**config.mk**
```make
export PLATFORM = sky130hd
export DESIGN_NAME = pcr_config_bank
export DESIGN_NICKNAME = d
export VERILOG_FILES = /design/src/include/pcr_pkg.sv /design/src/pcr_rate_div.sv /design/src/pcr_link_tx.sv /design/src/pcr_config_bank.sv
export SDC_FILE = /design/constraint.sdc
export NUM_CORES = 1
export LEC_CHECK = 0
export BUFFER_PORTS_ARGS = -buffer_cell sky130_fd_sc_hd__buf_2
export CORE_MARGIN = 2
export CORE_UTILIZATION = 35
export DETAILED_ROUTE_END_ITERATION = 10
export MAX_ROUTING_LAYER = met4
export SYNTH_ARGS = -nofsm -noshare
export SYNTH_HDL_FRONTEND = slang
export SYNTH_SLANG_ARGS = --single-unit
```
**constraint.sdc**
```tcl
create_clock -name clk -period 2.5 [get_ports clk]
set_clock_uncertainty 0.1 [all_clocks]
set_input_delay 0.5 -clock clk [delete_from_list [all_inputs] [get_ports clk]]
set_output_delay 0.5 -clock clk [all_outputs]
set_load 0.005 [all_outputs]
```
**src/include/pcr_pkg.sv**
```systemverilog
// Package: register map, field layout and link constants for the config bank
package pcr_pkg;
  localparam logic [4:0]  ADDR_IDENT    = 5'h00;
  localparam logic [4:0]  ADDR_POWER    = 5'h01;
  localparam logic [4:0]  ADDR_REFDIV   = 5'h02;
  localparam logic [4:0]  ADDR_DIVWHOLE = 5'h03;
  localparam logic [4:0]  ADDR_DIVFINE  = 5'h04;
  localparam logic [4:0]  ADDR_OSCFWD   = 5'h05;
  localparam logic [4:0]  ADDR_LINKRATE = 5'h0a;
  // Identity value is arbitrary
  localparam logic [23:0] IDENT_VALUE   = 24'h0012_3456;
  localparam logic [23:0] POWER_RESET   = 24'h0000_0002;
  localparam logic [13:0] REFDIV_RESET  = 14'h0001;
  localparam logic [18:0] WHOLE_RESET   = 19'h0_0019;
  localparam logic [23:0] FINE_RESET    = 24'h0000_0000;
  localparam logic [15:0] FWD_RESET     = 16'h0000;
  localparam logic [18:0] WHOLE_MIN_FRAC = 19'h0_0014;
  localparam logic [18:0] WHOLE_MAX_FRAC = 19'h7_fffc;
  localparam logic [18:0] WHOLE_MIN_INT  = 19'h0_0010;
  localparam logic [13:0] REFDIV_MIN     = 14'h0001;
  localparam int SEL_LSB  = 0;
  localparam int ADR_LSB  = 3;
  localparam int PAY_LSB  = 7;
  localparam int RATE_LSB = 13;
  localparam int PKT_BITS = 16;
  localparam int SOFT_RST_BIT = 5;
  localparam int EN_SRC_BIT = 0;
  localparam int EN_REG_BIT = 1;
  localparam int HOLD_LSB   = 2;
  localparam logic [4:0] PKT_LAST = 5'h0f;
endpackage : pcr_pkg

```
**src/pcr_rate_div.sv**
```systemverilog
// Link bit-rate divider: one-cycle tick every 2^(rate+1) clocks
`timescale 1ns/1ns
`default_nettype none
module pcr_rate_div
  import pcr_pkg::*;
(
  input  wire logic       clk,
  input  wire logic       reset,
  input  wire logic       run,
  input  wire logic [1:0] rate,
  output logic            tick
);
  logic [3:0] cnt_q;
  logic [3:0] lim;
  always_comb
  begin
    lim = 4'((4'h2 << rate) - 4'h1);
  end
  always_ff @(posedge clk)
  begin
    if (reset || !run || cnt_q == lim)
      cnt_q <= 4'h0;
    else
      cnt_q <= cnt_q + 4'h1;
  end
  assign tick = run && (cnt_q == lim);
endmodule : pcr_rate_div
`default_nettype wire

```
**src/pcr_link_tx.sv**
```systemverilog
// Shifts one 16-bit packet MSB first on the internal oscillator link
`timescale 1ns/1ns
`default_nettype none
module pcr_link_tx
  import pcr_pkg::*;
(
  input  wire logic        clk,
  input  wire logic        reset,
  input  wire logic        start,
  input  wire logic [15:0] packet,
  input  wire logic        tick,
  output logic             busy,
  output logic             link_clk,
  output logic             link_data,
  output logic             link_frame
);
  logic [15:0] sh_q;
  logic [4:0]  cnt_q;
  logic        busy_q;
  logic        phase_q;
  always_ff @(posedge clk)
  begin
    if (reset)
    begin
      sh_q    <= 16'h0000;
      cnt_q   <= 5'h00;
      busy_q  <= 1'b0;
      phase_q <= 1'b0;
    end
    else if (start && !busy_q)
    begin
      sh_q    <= packet;
      cnt_q   <= 5'h00;
      busy_q  <= 1'b1;
      phase_q <= 1'b0;
    end
    else if (busy_q && tick)
    begin
      phase_q <= !phase_q;
      if (phase_q)
      begin
        sh_q <= {sh_q[14:0], 1'b0};
        if (cnt_q == PKT_LAST)
          busy_q <= 1'b0;
        cnt_q <= cnt_q + 5'h01;
      end
    end
  end
  assign busy       = busy_q;
  assign link_clk   = phase_q;
  assign link_data  = sh_q[15];
  assign link_frame = busy_q;
endmodule : pcr_link_tx
`default_nettype wire

```
**src/pcr_config_bank.sv**
```systemverilog
// Config register bank of the synthesizer with indirect oscillator forwarding
`timescale 1ns/1ns
`default_nettype none
module pcr_config_bank
  import pcr_pkg::*;
(
  input  wire logic        clk,
  input  wire logic        reset,
  input  wire logic        wr_en,
  input  wire logic        rd_en,
  input  wire logic [4:0]  addr,
  input  wire logic [23:0] wdata,
  output logic [23:0]      rdata,
  output logic [4:0]       readback_addr,
  output logic             soft_reset,
  input  wire logic        cal_wr,
  input  wire logic [8:0]  cal_payload,
  input  wire logic        fractional_mode,
  input  wire logic        chip_enable_pin,
  output logic             synth_enable,
  output logic [5:0]       block_power,
  output logic [13:0]      ref_divide,
  output logic [18:0]      whole_divide,
  output logic [23:0]      fine_divide,
  output logic             whole_in_range,
  output logic             fwd_busy,
  output logic             link_clk,
  output logic             link_data,
  output logic             link_frame
);
  logic [23:0] power_q;
  logic [13:0] refdiv_q;
  logic [18:0] whole_q;
  logic [23:0] fine_q;
  logic [15:0] fwd_q;
  logic [15:0] pend_q;
  logic        pend_v_q;
  logic [1:0]  rate_q;
  logic [4:0]  rb_addr_q;
  logic        srst_q;
  logic        host_fwd;
  logic [15:0] host_pkt;
  logic [15:0] cal_pkt;
  logic        tx_busy;
  logic        tick;
  logic        launch;
  logic        pin_s1_q;
  logic        pin_s2_q;
  logic        en_pin_sel;
  logic        en_now;

  assign host_fwd = wr_en && addr == ADDR_OSCFWD;
  assign host_pkt = wdata[15:0];
  // Payload only; select and address stay as held
  assign cal_pkt  = {cal_payload, pend_v_q ? pend_q[6:0] : fwd_q[6:0]};

  always_ff @(posedge clk)
  begin
    if (reset)
    begin
      power_q  <= POWER_RESET;
      refdiv_q <= REFDIV_RESET;
      whole_q  <= WHOLE_RESET;
      fine_q   <= FINE_RESET;
      rate_q   <= 2'b00;
    end
    else if (wr_en)
    begin
      case (addr)
        ADDR_POWER:    power_q  <= wdata;
        ADDR_REFDIV:   refdiv_q <= wdata[13:0];
        ADDR_DIVWHOLE: whole_q  <= wdata[18:0];
        ADDR_DIVFINE:  fine_q   <= wdata;
        ADDR_LINKRATE: rate_q   <= wdata[RATE_LSB +: 2];
        default: ;
      endcase
    end
  end

  // Readback address and one-cycle soft reset strobe
  always_ff @(posedge clk)
  begin
    if (reset)
    begin
      rb_addr_q <= 5'h00;
      srst_q    <= 1'b0;
    end
    else
    begin
      srst_q <= wr_en && addr == ADDR_IDENT && wdata[SOFT_RST_BIT];
      if (wr_en && addr == ADDR_IDENT)
        rb_addr_q <= wdata[4:0];
    end
  end

  // Pending slot: a write during a transfer waits, later write replaces it
  assign launch = pend_v_q && !tx_busy;
  always_ff @(posedge clk)
  begin
    if (reset)
    begin
      pend_q   <= FWD_RESET;
      pend_v_q <= 1'b0;
      fwd_q    <= FWD_RESET;
    end
    else
    begin
      if (host_fwd)
      begin
        pend_q   <= host_pkt;
        pend_v_q <= 1'b1;
      end
      else if (cal_wr)
      begin
        pend_q   <= cal_pkt;
        pend_v_q <= 1'b1;
      end
      else if (launch)
        pend_v_q <= 1'b0;
      if (launch)
        fwd_q <= pend_q;
    end
  end

  pcr_rate_div u_div (
    .clk   (clk),
    .reset (reset),
    .run   (tx_busy),
    .rate  (rate_q),
    .tick  (tick)
  );

  pcr_link_tx u_tx (
    .clk        (clk),
    .reset      (reset),
    .start      (launch),
    .packet     (pend_q),
    .tick       (tick),
    .busy       (tx_busy),
    .link_clk   (link_clk),
    .link_data  (link_data),
    .link_frame (link_frame)
  );

  // Pin is asynchronous to clk
  always_ff @(posedge clk)
  begin
    if (reset)
    begin
      pin_s1_q <= 1'b0;
      pin_s2_q <= 1'b0;
    end
    else
    begin
      pin_s1_q <= chip_enable_pin;
      pin_s2_q <= pin_s1_q;
    end
  end

  assign en_pin_sel = power_q[EN_SRC_BIT];
  assign en_now = en_pin_sel ? pin_s2_q : power_q[EN_REG_BIT];

  always_ff @(posedge clk)
  begin
    if (reset)
    begin
      synth_enable <= 1'b1;
      block_power  <= 6'h3f;
    end
    else
    begin
      synth_enable <= en_now;
      block_power  <= en_now ? 6'h3f : power_q[HOLD_LSB +: 6];
    end
  end

  // Out-of-range values are flagged, not clamped
  always_ff @(posedge clk)
  begin
    if (reset)
      whole_in_range <= 1'b1;
    else if (fractional_mode)
      whole_in_range <= whole_q >= WHOLE_MIN_FRAC
                        && whole_q <= WHOLE_MAX_FRAC;
    else
      whole_in_range <= whole_q >= WHOLE_MIN_INT;
  end

  always_ff @(posedge clk)
  begin
    if (reset)
      rdata <= 24'h0000_0000;
    else if (rd_en)
    begin
      case (addr)
        ADDR_IDENT:    rdata <= IDENT_VALUE;
        ADDR_POWER:    rdata <= power_q;
        ADDR_REFDIV:   rdata <= {10'h000, refdiv_q};
        ADDR_DIVWHOLE: rdata <= {5'h00, whole_q};
        ADDR_DIVFINE:  rdata <= fine_q;
        ADDR_OSCFWD:   rdata <= {8'h00, fwd_q};
        ADDR_LINKRATE: rdata <= {9'h000, rate_q, 13'h0000};
        default:       rdata <= 24'h0000_0000;
      endcase
    end
  end

  assign readback_addr = rb_addr_q;
  assign soft_reset    = srst_q;
  assign ref_divide    = refdiv_q;
  assign whole_divide  = whole_q;
  // Fine part contributes only in fractional mode
  assign fine_divide   = fractional_mode ? fine_q : 24'h0000_0000;
  assign fwd_busy      = tx_busy || pend_v_q;

  a_ident_read: assert property (@(posedge clk) disable iff (reset)
    rd_en && addr == ADDR_IDENT |=> rdata == IDENT_VALUE)
    else $error("identity read wrong");

  a_fwd_launch: assert property (@(posedge clk) disable iff (reset)
    host_fwd && !tx_busy && !pend_v_q |=> ##[0:1] link_frame)
    else $error("write did not launch transfer");

  a_cal_fields: assert property (@(posedge clk) disable iff (reset)
    cal_wr && !host_fwd && !pend_v_q |=> pend_q[6:0] == $past(fwd_q[6:0]))
    else $error("calibration altered select or address");

  a_msb_first: assert property (@(posedge clk) disable iff (reset)
    launch |=> link_data == $past(pend_q[15]))
    else $error("first bit not MSB");

  a_soft_strobe: assert property (@(posedge clk) disable iff (reset)
    wr_en && addr == ADDR_IDENT && wdata[SOFT_RST_BIT] |=> soft_reset
    ##1 !soft_reset || wr_en)
    else $error("soft reset strobe wrong");

  a_rb_store: assert property (@(posedge clk) disable iff (reset)
    wr_en && addr == ADDR_IDENT |=> readback_addr == $past(wdata[4:0]))
    else $error("readback address not stored");

  a_en_reg: assert property (@(posedge clk) disable iff (reset)
    !power_q[EN_SRC_BIT] && !$past(reset) |=> synth_enable
    == $past(power_q[EN_REG_BIT]))
    else $error("register enable not followed");

  a_hold_pwr: assert property (@(posedge clk) disable iff (reset)
    !en_now |=> block_power == $past(power_q[HOLD_LSB +: 6]))
    else $error("hold bits not applied");

  a_no_trunc: assert property (@(posedge clk) disable iff (reset)
    tx_busy && pend_v_q |=> pend_v_q)
    else $error("pending packet lost during transfer");
endmodule : pcr_config_bank
`default_nettype wire

```
==> Word-level counts from Yosys, hierarchy flattened <==
Cells that the tools add are included.
{ "op_classes": {"addsub": 3, "magnitude_cmp": 3, "eq_ne": 9, "shifts": 1, "mux": 17, "n_reduce_logical": 30} }
{ "ops": {"columns": ["op", "count"], "rows": [
  ["$pmux W24 S7", 1],
  ["$mux W16", 5],
  ["$ge A19 B5 Y1 const B", 2],
  ["$mux W24", 1],
  ["$le A19 B19 Y1 const B", 1],
  ["$reduce_and A2 Y1", 8],
  ["$eq A5 B2 Y1 const B", 2],
  ["$eq A5 B3 Y1 const B", 2],
  ["$eq A5 B4 Y1 const B", 2],
  ["$mux W1", 9],
  ["$logic_and A1 B1 Y1", 8],
  ["$reduce_bool A2 Y1", 4],
  ["$mux W7", 1],
  ["$add A5 B1 Y5 const B", 1],
  ["$eq A5 B1 Y1 const B", 1],
  ["$logic_not A5 Y1", 1],
  ["$add A4 B1 Y4 const B", 1],
  ["$eq A4 B4 Y1", 1],
  ["$reduce_or A2 Y1", 2],
  ["$shl A2 B2 Y4 const A", 1],
  ["$sub A4 B1 Y4 const B", 1],
  ["$logic_or A1 B1 Y1", 3],
  ["$reduce_and A3 Y1", 1],
  ["$reduce_bool A3 Y1", 1],
  ["2 further kinds", 3]
]} }
{ "totals": {"reg_bits": 183, "output_inout_bits": 99} }

==> Longest topological paths before layout <==
Gate-level depths: netlist of the first run.
{ "depth": {"word_depth": 7, "mapped_depth": 8} }

==> Hierarchy <==
From an unflattened synthesis of the first run, not the netlist that was laid out.
{ "hier_totals": {"hier_cells": 940, "hier_area_um2": 8042.7} }
{ "modules_own_cells": {"columns": ["mod", "instances", "cells_each", "area_per_inst_um2", "seq_area_each_um2"], "rows": [
  ["pcr_config_bank", 1, 794, 6643.9, 3123.0],
  ["pcr_link_tx", 1, 124, 1178.6, 460.4],
  ["pcr_rate_div", 1, 22, 220.2, 80.1]
]} }

==> Least setup slack after synthesis of the first run <==
OpenSTA, ideal clock, no wires.
{ "synth_path": {"path_kind": "input -> register", "from": "input addr[4]", "to": "register fine_q[10]", "setup_ns": 0.132, "arrival_ns": 1.910, "t_required_ns": 2.268, "setup_slack_ns": 0.358, "stages": 8, "path_buffers": 3, "path_cell_list": "clkbuf_1 > nor4_1 > and2_1 > buf_2 > nand2_1 > clkbuf_1 > nand2_1 > a21oi_1"} }
{ "synth_via": {"elab_chain_len": 2} }
{ "synth_lines": {"columns": ["item", "line", "rtl"], "rows": [
  ["start: declaration", "pcr_config_bank.sv:11", "input wire logic [4:0] addr,"],
  ["$eq A5 B3 Y1", "pcr_config_bank.sv:69", "case (addr)"],
  ["$reduce_and A2 Y1 (no source line)", null, null],
  ["end signal: assignment", "pcr_config_bank.sv:73", "ADDR_DIVFINE: fine_q <= wdata;"],
  ["end: declaration", "pcr_config_bank.sv:34", "logic [23:0] fine_q;"]
]} }
Every way passes these cells.
A chain may end at the register's enable or synchronous reset.

==> Worst setup path after layout of the first run <==
{ "layout_path": {"from": "register u_div.cnt_q[0]", "to": "register u_tx.cnt_q[4]"} }
{ "layout_via": {"elab_chain_len": 4} }
{ "layout_lines": {"columns": ["item", "line", "rtl"], "rows": [
  ["start: declaration", "pcr_rate_div.sv:13", "logic [3:0] cnt_q;"],
  ["start signal: assignment", "pcr_rate_div.sv:24", "cnt_q <= cnt_q + 4'h1;"],
  ["$eq A4 B4 Y1", "pcr_rate_div.sv:26", "assign tick = run && (cnt_q == lim);"],
  ["$logic_and A1 B1 Y1", "pcr_rate_div.sv:26", null],
  ["$logic_and A1 B1 Y1", "pcr_link_tx.sv:37", "else if (busy_q && tick)"],
  ["$reduce_and A2 Y1 (no source line)", null, null],
  ["end signal: assignment", "pcr_link_tx.sv:45", "cnt_q <= cnt_q + 5'h01;"],
  ["end: declaration", "pcr_link_tx.sv:18", "logic [4:0] cnt_q;"]
]} }
Every way passes these cells.

==> results of run 1 <==
==> worst max-delay path: cells and delay by family, from the launching register on <==
kind | cells | cell delay [ns]
flops | 1 | 0.41
simple gates | 2 | 0.50
compound gates | 3 | 1.11
==> final timing paths <==
path	from	endpoint	slack, ns	cells past startpoint
setup reg to reg	u_div.cnt_q[0]	u_tx.cnt_q[4]	0.28	5
setup / recovery	u_div.cnt_q[0]	u_tx.cnt_q[4]	0.28	5
hold / removal	chip_enable_pin	pin_s1_q	0.17	2
hold reg to reg	power_q[23]	power_q[23]	0.36	2
==> kinds of logic (layout without fill, tap and decap cells) <==
family	after synthesis	in the layout	share of synthesized area, %
compound gates	221	221	19.2
buf+inv	74	211	3.98
flops	183	183	48.4
mux	33	33	4.37
xor+xnor	5	5	0.579
simple gates	390	390	22.9
fa+ha+maj	3	3	0.496
==> state kept, by name, summed over array words and instances (netlist names), 2 cells and up <==
signal,flops
fine_q,24
power_q,24
rdata,24
whole_divide,19
fwd_q,16
pend_q,16
u_tx.sh_q,16
ref_divide,14
block_power,6
readback_addr,5
u_tx.cnt_q,5
u_div.cnt_q,4
rate_q,2
==> synth_stat cells (3+ instances only) <==
| library cell | number |
|---|---|
| nand2_1 | 220 |
| dfxtp_1 | 183 |
| a21oi_1 | 115 |
| nor2_1 | 64 |
| clkbuf_1 | 57 |
| a211oi_1 | 33 |
| mux2i_1 | 33 |
| and2_1 | 29 |
| a22oi_1 | 22 |
| a22o_1 | 17 |
| nand2b_1 | 13 |
| nand3_1 | 13 |
| nand3b_1 | 12 |
| a222oi_1 | 8 |
| nor2b_1 | 8 |
| buf_2 | 7 |
| inv_1 | 6 |
| nand4_1 | 6 |
| nor3_1 | 6 |
| nor4_1 | 6 |
| a2bb2oi_1 | 4 |
| o21ai_0 | 4 |
| or3_1 | 4 |
| and3_1 | 3 |
| ha_1 | 3 |
| xor2_1 | 3 |
==> power breakdown <==
group | leakage (uW) | switching (uW) | internal [uW]
clock | 0.000268 | 1150 | 1350
sequential | 0.00148 | 39.5 | 2970
combinational | 0.00198 | 237 | 121
==> layer usage <==
| layer | track usage [%] | vias to the layer above | share of wire (%) |
|---|---|---|---|
| met3 | 4.13 | 27 | 5.9 |
| met1 | 28.8 | 3349 | 47 |
| met4 | 6.73 | 0 | 1.7 |
| met5 | - | - | 0 |
| met2 | 32.8 | 231 | 46 |
| li1 | - | 3392 | - |
==> cell type report <==
class / instances / area (um^2)
fill: 2180 / 12000
sequential: 183 / 3660
multi-input combinational: 652 / 3610
timing repair buffer: 173 / 956
clock buffer: 22 / 474
tap: 275 / 344
clock inverter: 10 / 72.6
inverter: 6 / 22.5
==> stage by stage <==
step | hold WS (ns) | utilization (%)
detailed placement | 0.327 | 40.6
global route | 0.173 | 43.2
CTS | 0.170 | 43.2
finish | 0.175 | 43.2
global placement | 0.343 | 40.6
floorplan | 0.314 | -
==> results.cfg, run 1 <==
[outcome]
status = finished clean

[drt]
drc = 0
wl_per_cell_um = 17.9
viasPerCell = 5.30
ant_nets = 0
wl_mm = 23.6
num_vias = 6999
dr.pass1.iters = 5
drt-initial-drc-count = 519

[timing]
min_period_ns = 2.22
max-slew-margin-rel_pct = 38.7
setup_slack_ns = 0.284
final-setup-viol-count = 0
slew_violations = 0
rsz0062_at_grt = false
setup_tns_ns = 0
worst_pin_slew_ns = 0.914
hold_viol = 0
fmax_mhz = 451
final.period_utilization_pct = 88.6

[place]
gp_congestion = 0.833
place_ws_ns = 0.170
place_area_um2 = 8600
dp_hpwl_mm = 16.6
portBuffers = 143
placed_cells = 1289

[logic_synthesis]
synthFlopType = dfxtp_1
ys_seq_area_share_pct = 48.4
synth_area_leaders = dfxtp_1 (48%), nand2_1 (11%), a21oi_1 (7.6%), mux2i_1 (4.4%), a211oi_1 (3.3%)
syn_avg_cell_area_um2 = 8.32
async_flop_share_pct = 0
syn_area_um2 = 7570
synth_top_cell_area_share_pct = 48.4
ys_ff_latch = 183
syn_inst = 909
yosysUniqueCellTypes = 50
yosysTopAreaCell = dfxtp_1
synth_edf_count = 0
synth_warnings = 0
syn_nets = 957

[critical_path]
crit_fanout = 22
slowest_stage = a2111oi_4
worst_setup_path_start_kind = flop
cp.required_ns = 2.73
worst-setup-path-type = reg2reg
crit_chain = or3b_1 > a2111oi_4 > o21a_4 > nor2_1 > a2111oi_2
cp.arrival_ns = 2.45
cp_slowest_stage_delay_ns = 0.42
setup.worst_path.end_class = flop

[finish]
stdcell_count = 1321
layout.nets = 1081
drive_above_1_share_pct = 20.2
antennaDiodeCount = 0
final_cell_mix = nand2_1 (220), dfxtp_1 (183), buf_2 (142)
postLayoutCellArea_um2 = 9140
final_common_cell = nand2_1
area_delta_synth_final_pct = 20.8

[clock_network]
insertion_delay_ns = 0.44
numClockSinks = 183
cts_tree = done
post-cts-setup-buffers = 0
cts_max_level = 4
path_clk_slew_ns = 0.07
root_buffer = clkbuf_16
cts_resized = 0
holdBufCountCts = 0
cts.path.max_buffers = 2
cts_buffers = 17

[hold_path]
hp-class = in2reg

[power]
power_density_nw_per_um2 = 642
leakagePower_uw = 0.00373
p_total_uw = 5870
ir_worst_vdd_v = 0.000382

[floorplanning]
num_io_pins = 144
core_um2 = 21200
dieWidth_um = 151
initial_utilization_pct = 35.8
die-area_um2 = 22800
fp.dieH_um = 151
rows = 53

[grt]
grt_max_degree = 58
grt_first_pass_wirelength_mm = 36.4
grt-ovfl-total = 0
grt_pass1_vias = 6279
track_usage_pct = 21.5
antenna_found_initial = 0

[run]
drv_cap = 0
Power figures use the tool's default switching activity.
==> inputs of run 2 (changes only) <==
Settings changed: CORE_UTILIZATION 35 to 30.
==> run 2 against run 1 <==
  * Maximum frequency down 1.5%
  * Sequential power hardly changed
  * Count of clock-buffer cells in the layout fell by 3
  * Routed wire length increased by 1.3%
  * Total power rose by 5.1%
  * Final area increased by 1.8%
  * Via count down 0.91%
  * Utilization fell by 5.9 points
==> results.cfg, run 2 (synthesized netlist as in run 1, its figures left out) <==
[outcome]
status = finished clean

[grt]
grt-ovfl-total = 0
track_usage_pct = 18.7
top_usage_layer = met2
grt_use_met3_pct = 4.13
grt_util_met2_pct = 27.8
grt_max_degree = 45
gr-usage-met1_pct = 24.7
antenna_found_initial = 1
grt_first_pass_wirelength_mm = 36.8
grt_pass1_vias = 6305

[critical_path]
worst_setup_path_start_kind = flop
worst-setup-path-type = reg2reg
crit_fanout = 22
cp.required_ns = 2.72
setup.worst_path.end_class = flop
cp.arrival_ns = 2.47

[drt]
viasPerCell = 5.03
num_vias = 6935
wl_per_cell_um = 17.4
dr.pass1.iters = 6
drc = 0
drt-initial-drc-count = 715
ant_nets = 0
wl_mm = 23.9

[clock_network]
path_clk_slew_ns = 0.07
cts_max_level = 4
cts_tree = done
cts_buffers = 17
cts_resized = 0
root_buffer = clkbuf_16
post-cts-setup-buffers = 0
insertion_delay_ns = 0.43
numClockSinks = 183
holdBufCountCts = 0
cts.path.max_buffers = 2

[place]
gp_congestion = 0.840
dp_hpwl_mm = 17.0
portBuffers = 143

[timing]
whs_ns = 0.188
max-slew-margin-rel_pct = 62.1
fmax_mhz = 444
hold_viol = 0
rsz0062_at_grt = false
min_period_ns = 2.25
setup_tns_ns = 0
slew_violations = 0
worst_pin_slew_ns = 0.566
final.period_utilization_pct = 90.0
final-setup-viol-count = 0

[power]
leakagePower_uw = 0.00376
ir_worst_vdd_v = 0.000476
power_density_nw_per_um2 = 663

[finish]
n_fill_cell = 2620
area_delta_synth_final_pct = 23.0
drive_above_1_share_pct = 20.4
layout.nets = 1082
final_common_cell = nand2_1
final_cell_mix = nand2_1 (220), dfxtp_1 (183), buf_2 (142)
top_regs = fine_q: 24 flops, power_q: 24 flops, rdata: 24 flops

[floorplanning]
fp.dieH_um = 163
num_io_pins = 144
dieWidth_um = 163
die-area_um2 = 26500
initial_utilization_pct = 30.3
rows = 58
core_um2 = 25000

[run]
drv_cap = 0

[hold_path]
hp-class = in2reg
==> run 2: changes by cell type in the layout (fill, tap and decap cells not counted), moves of 2 or more <==
cell and change:
clkinvlp_4 +3, bufinv_16 +3, clkinv_4 -2, clkbuf_1 -2, clkinv_2 -3, inv_6 +3
==> run 2: final cells by class <==
class	count	area [um^2]	share of cell area (%)
antenna	1	2.50	0.0269
clock buffer	19	453	4.87
clock inverter	13	168	1.80
inverter	6	22.5	0.242
multi-input combinational	652	3610	38.8
sequential	183	3660	39.4
tap	330	413	4.44
timing repair buffer	174	976	10.5
==> run 2: worst max-delay path: stages, from the launching register on <==
cell       delay, ns
dfxtp_1         0.40
or3b_1          0.41
a2111oi_4       0.43
o21a_4          0.37
nor2_1          0.09
a2111oi_2       0.34
==> run 2: layer usage <==
| metal | wire, um | share of wire, % | vias to the layer above |
|---|---|---|---|
| li1 | - | - | 3394 |
| met1 | 10900 | 45 | 3266 |
| met4 | 552 | 2.3 | 0 |
| met3 | 1680 | 7.0 | 34 |
| met5 | 0 | 0 | - |
| met2 | 10800 | 45 | 241 |
==> run 2: metrics by stage <==
step                cells  total power (uW)  setup slack [ns]  utilization [%]  cell area, um^2
floorplan             909              3260             0.358                -             7570
global placement     1345              3430             0.274             34.8             8690
detailed placement   1345              3440             0.220             34.8             8690
CTS                  1377              6230             0.204             37.3             9310
global route         1378              6400            0.0376             37.3             9310
finish               1378              6170             0.249             37.3             9310
==> run 2: where the power goes <==
| part | internal, uW | total (uW) | switching [uW] |
|---|---|---|---|
| combinational | 126 | 363 | 237 |
| sequential | 2970 | 3000 | 38.8 |
| clock | 1630 | 2810 | 1170 |
| total | 4730 | 6170 | 1450 |
==> run 2: final timing paths <==
path	from	endpoint	slack [ns]	depth (start not counted)
max	u_div.cnt_q[0]	u_tx.cnt_q[4]	0.25	5
min	chip_enable_pin	pin_s1_q	0.19	2
max reg2reg	u_div.cnt_q[0]	u_tx.cnt_q[4]	0.25	5
min reg2reg	fwd_q[15]	fwd_q[15]	0.35	2
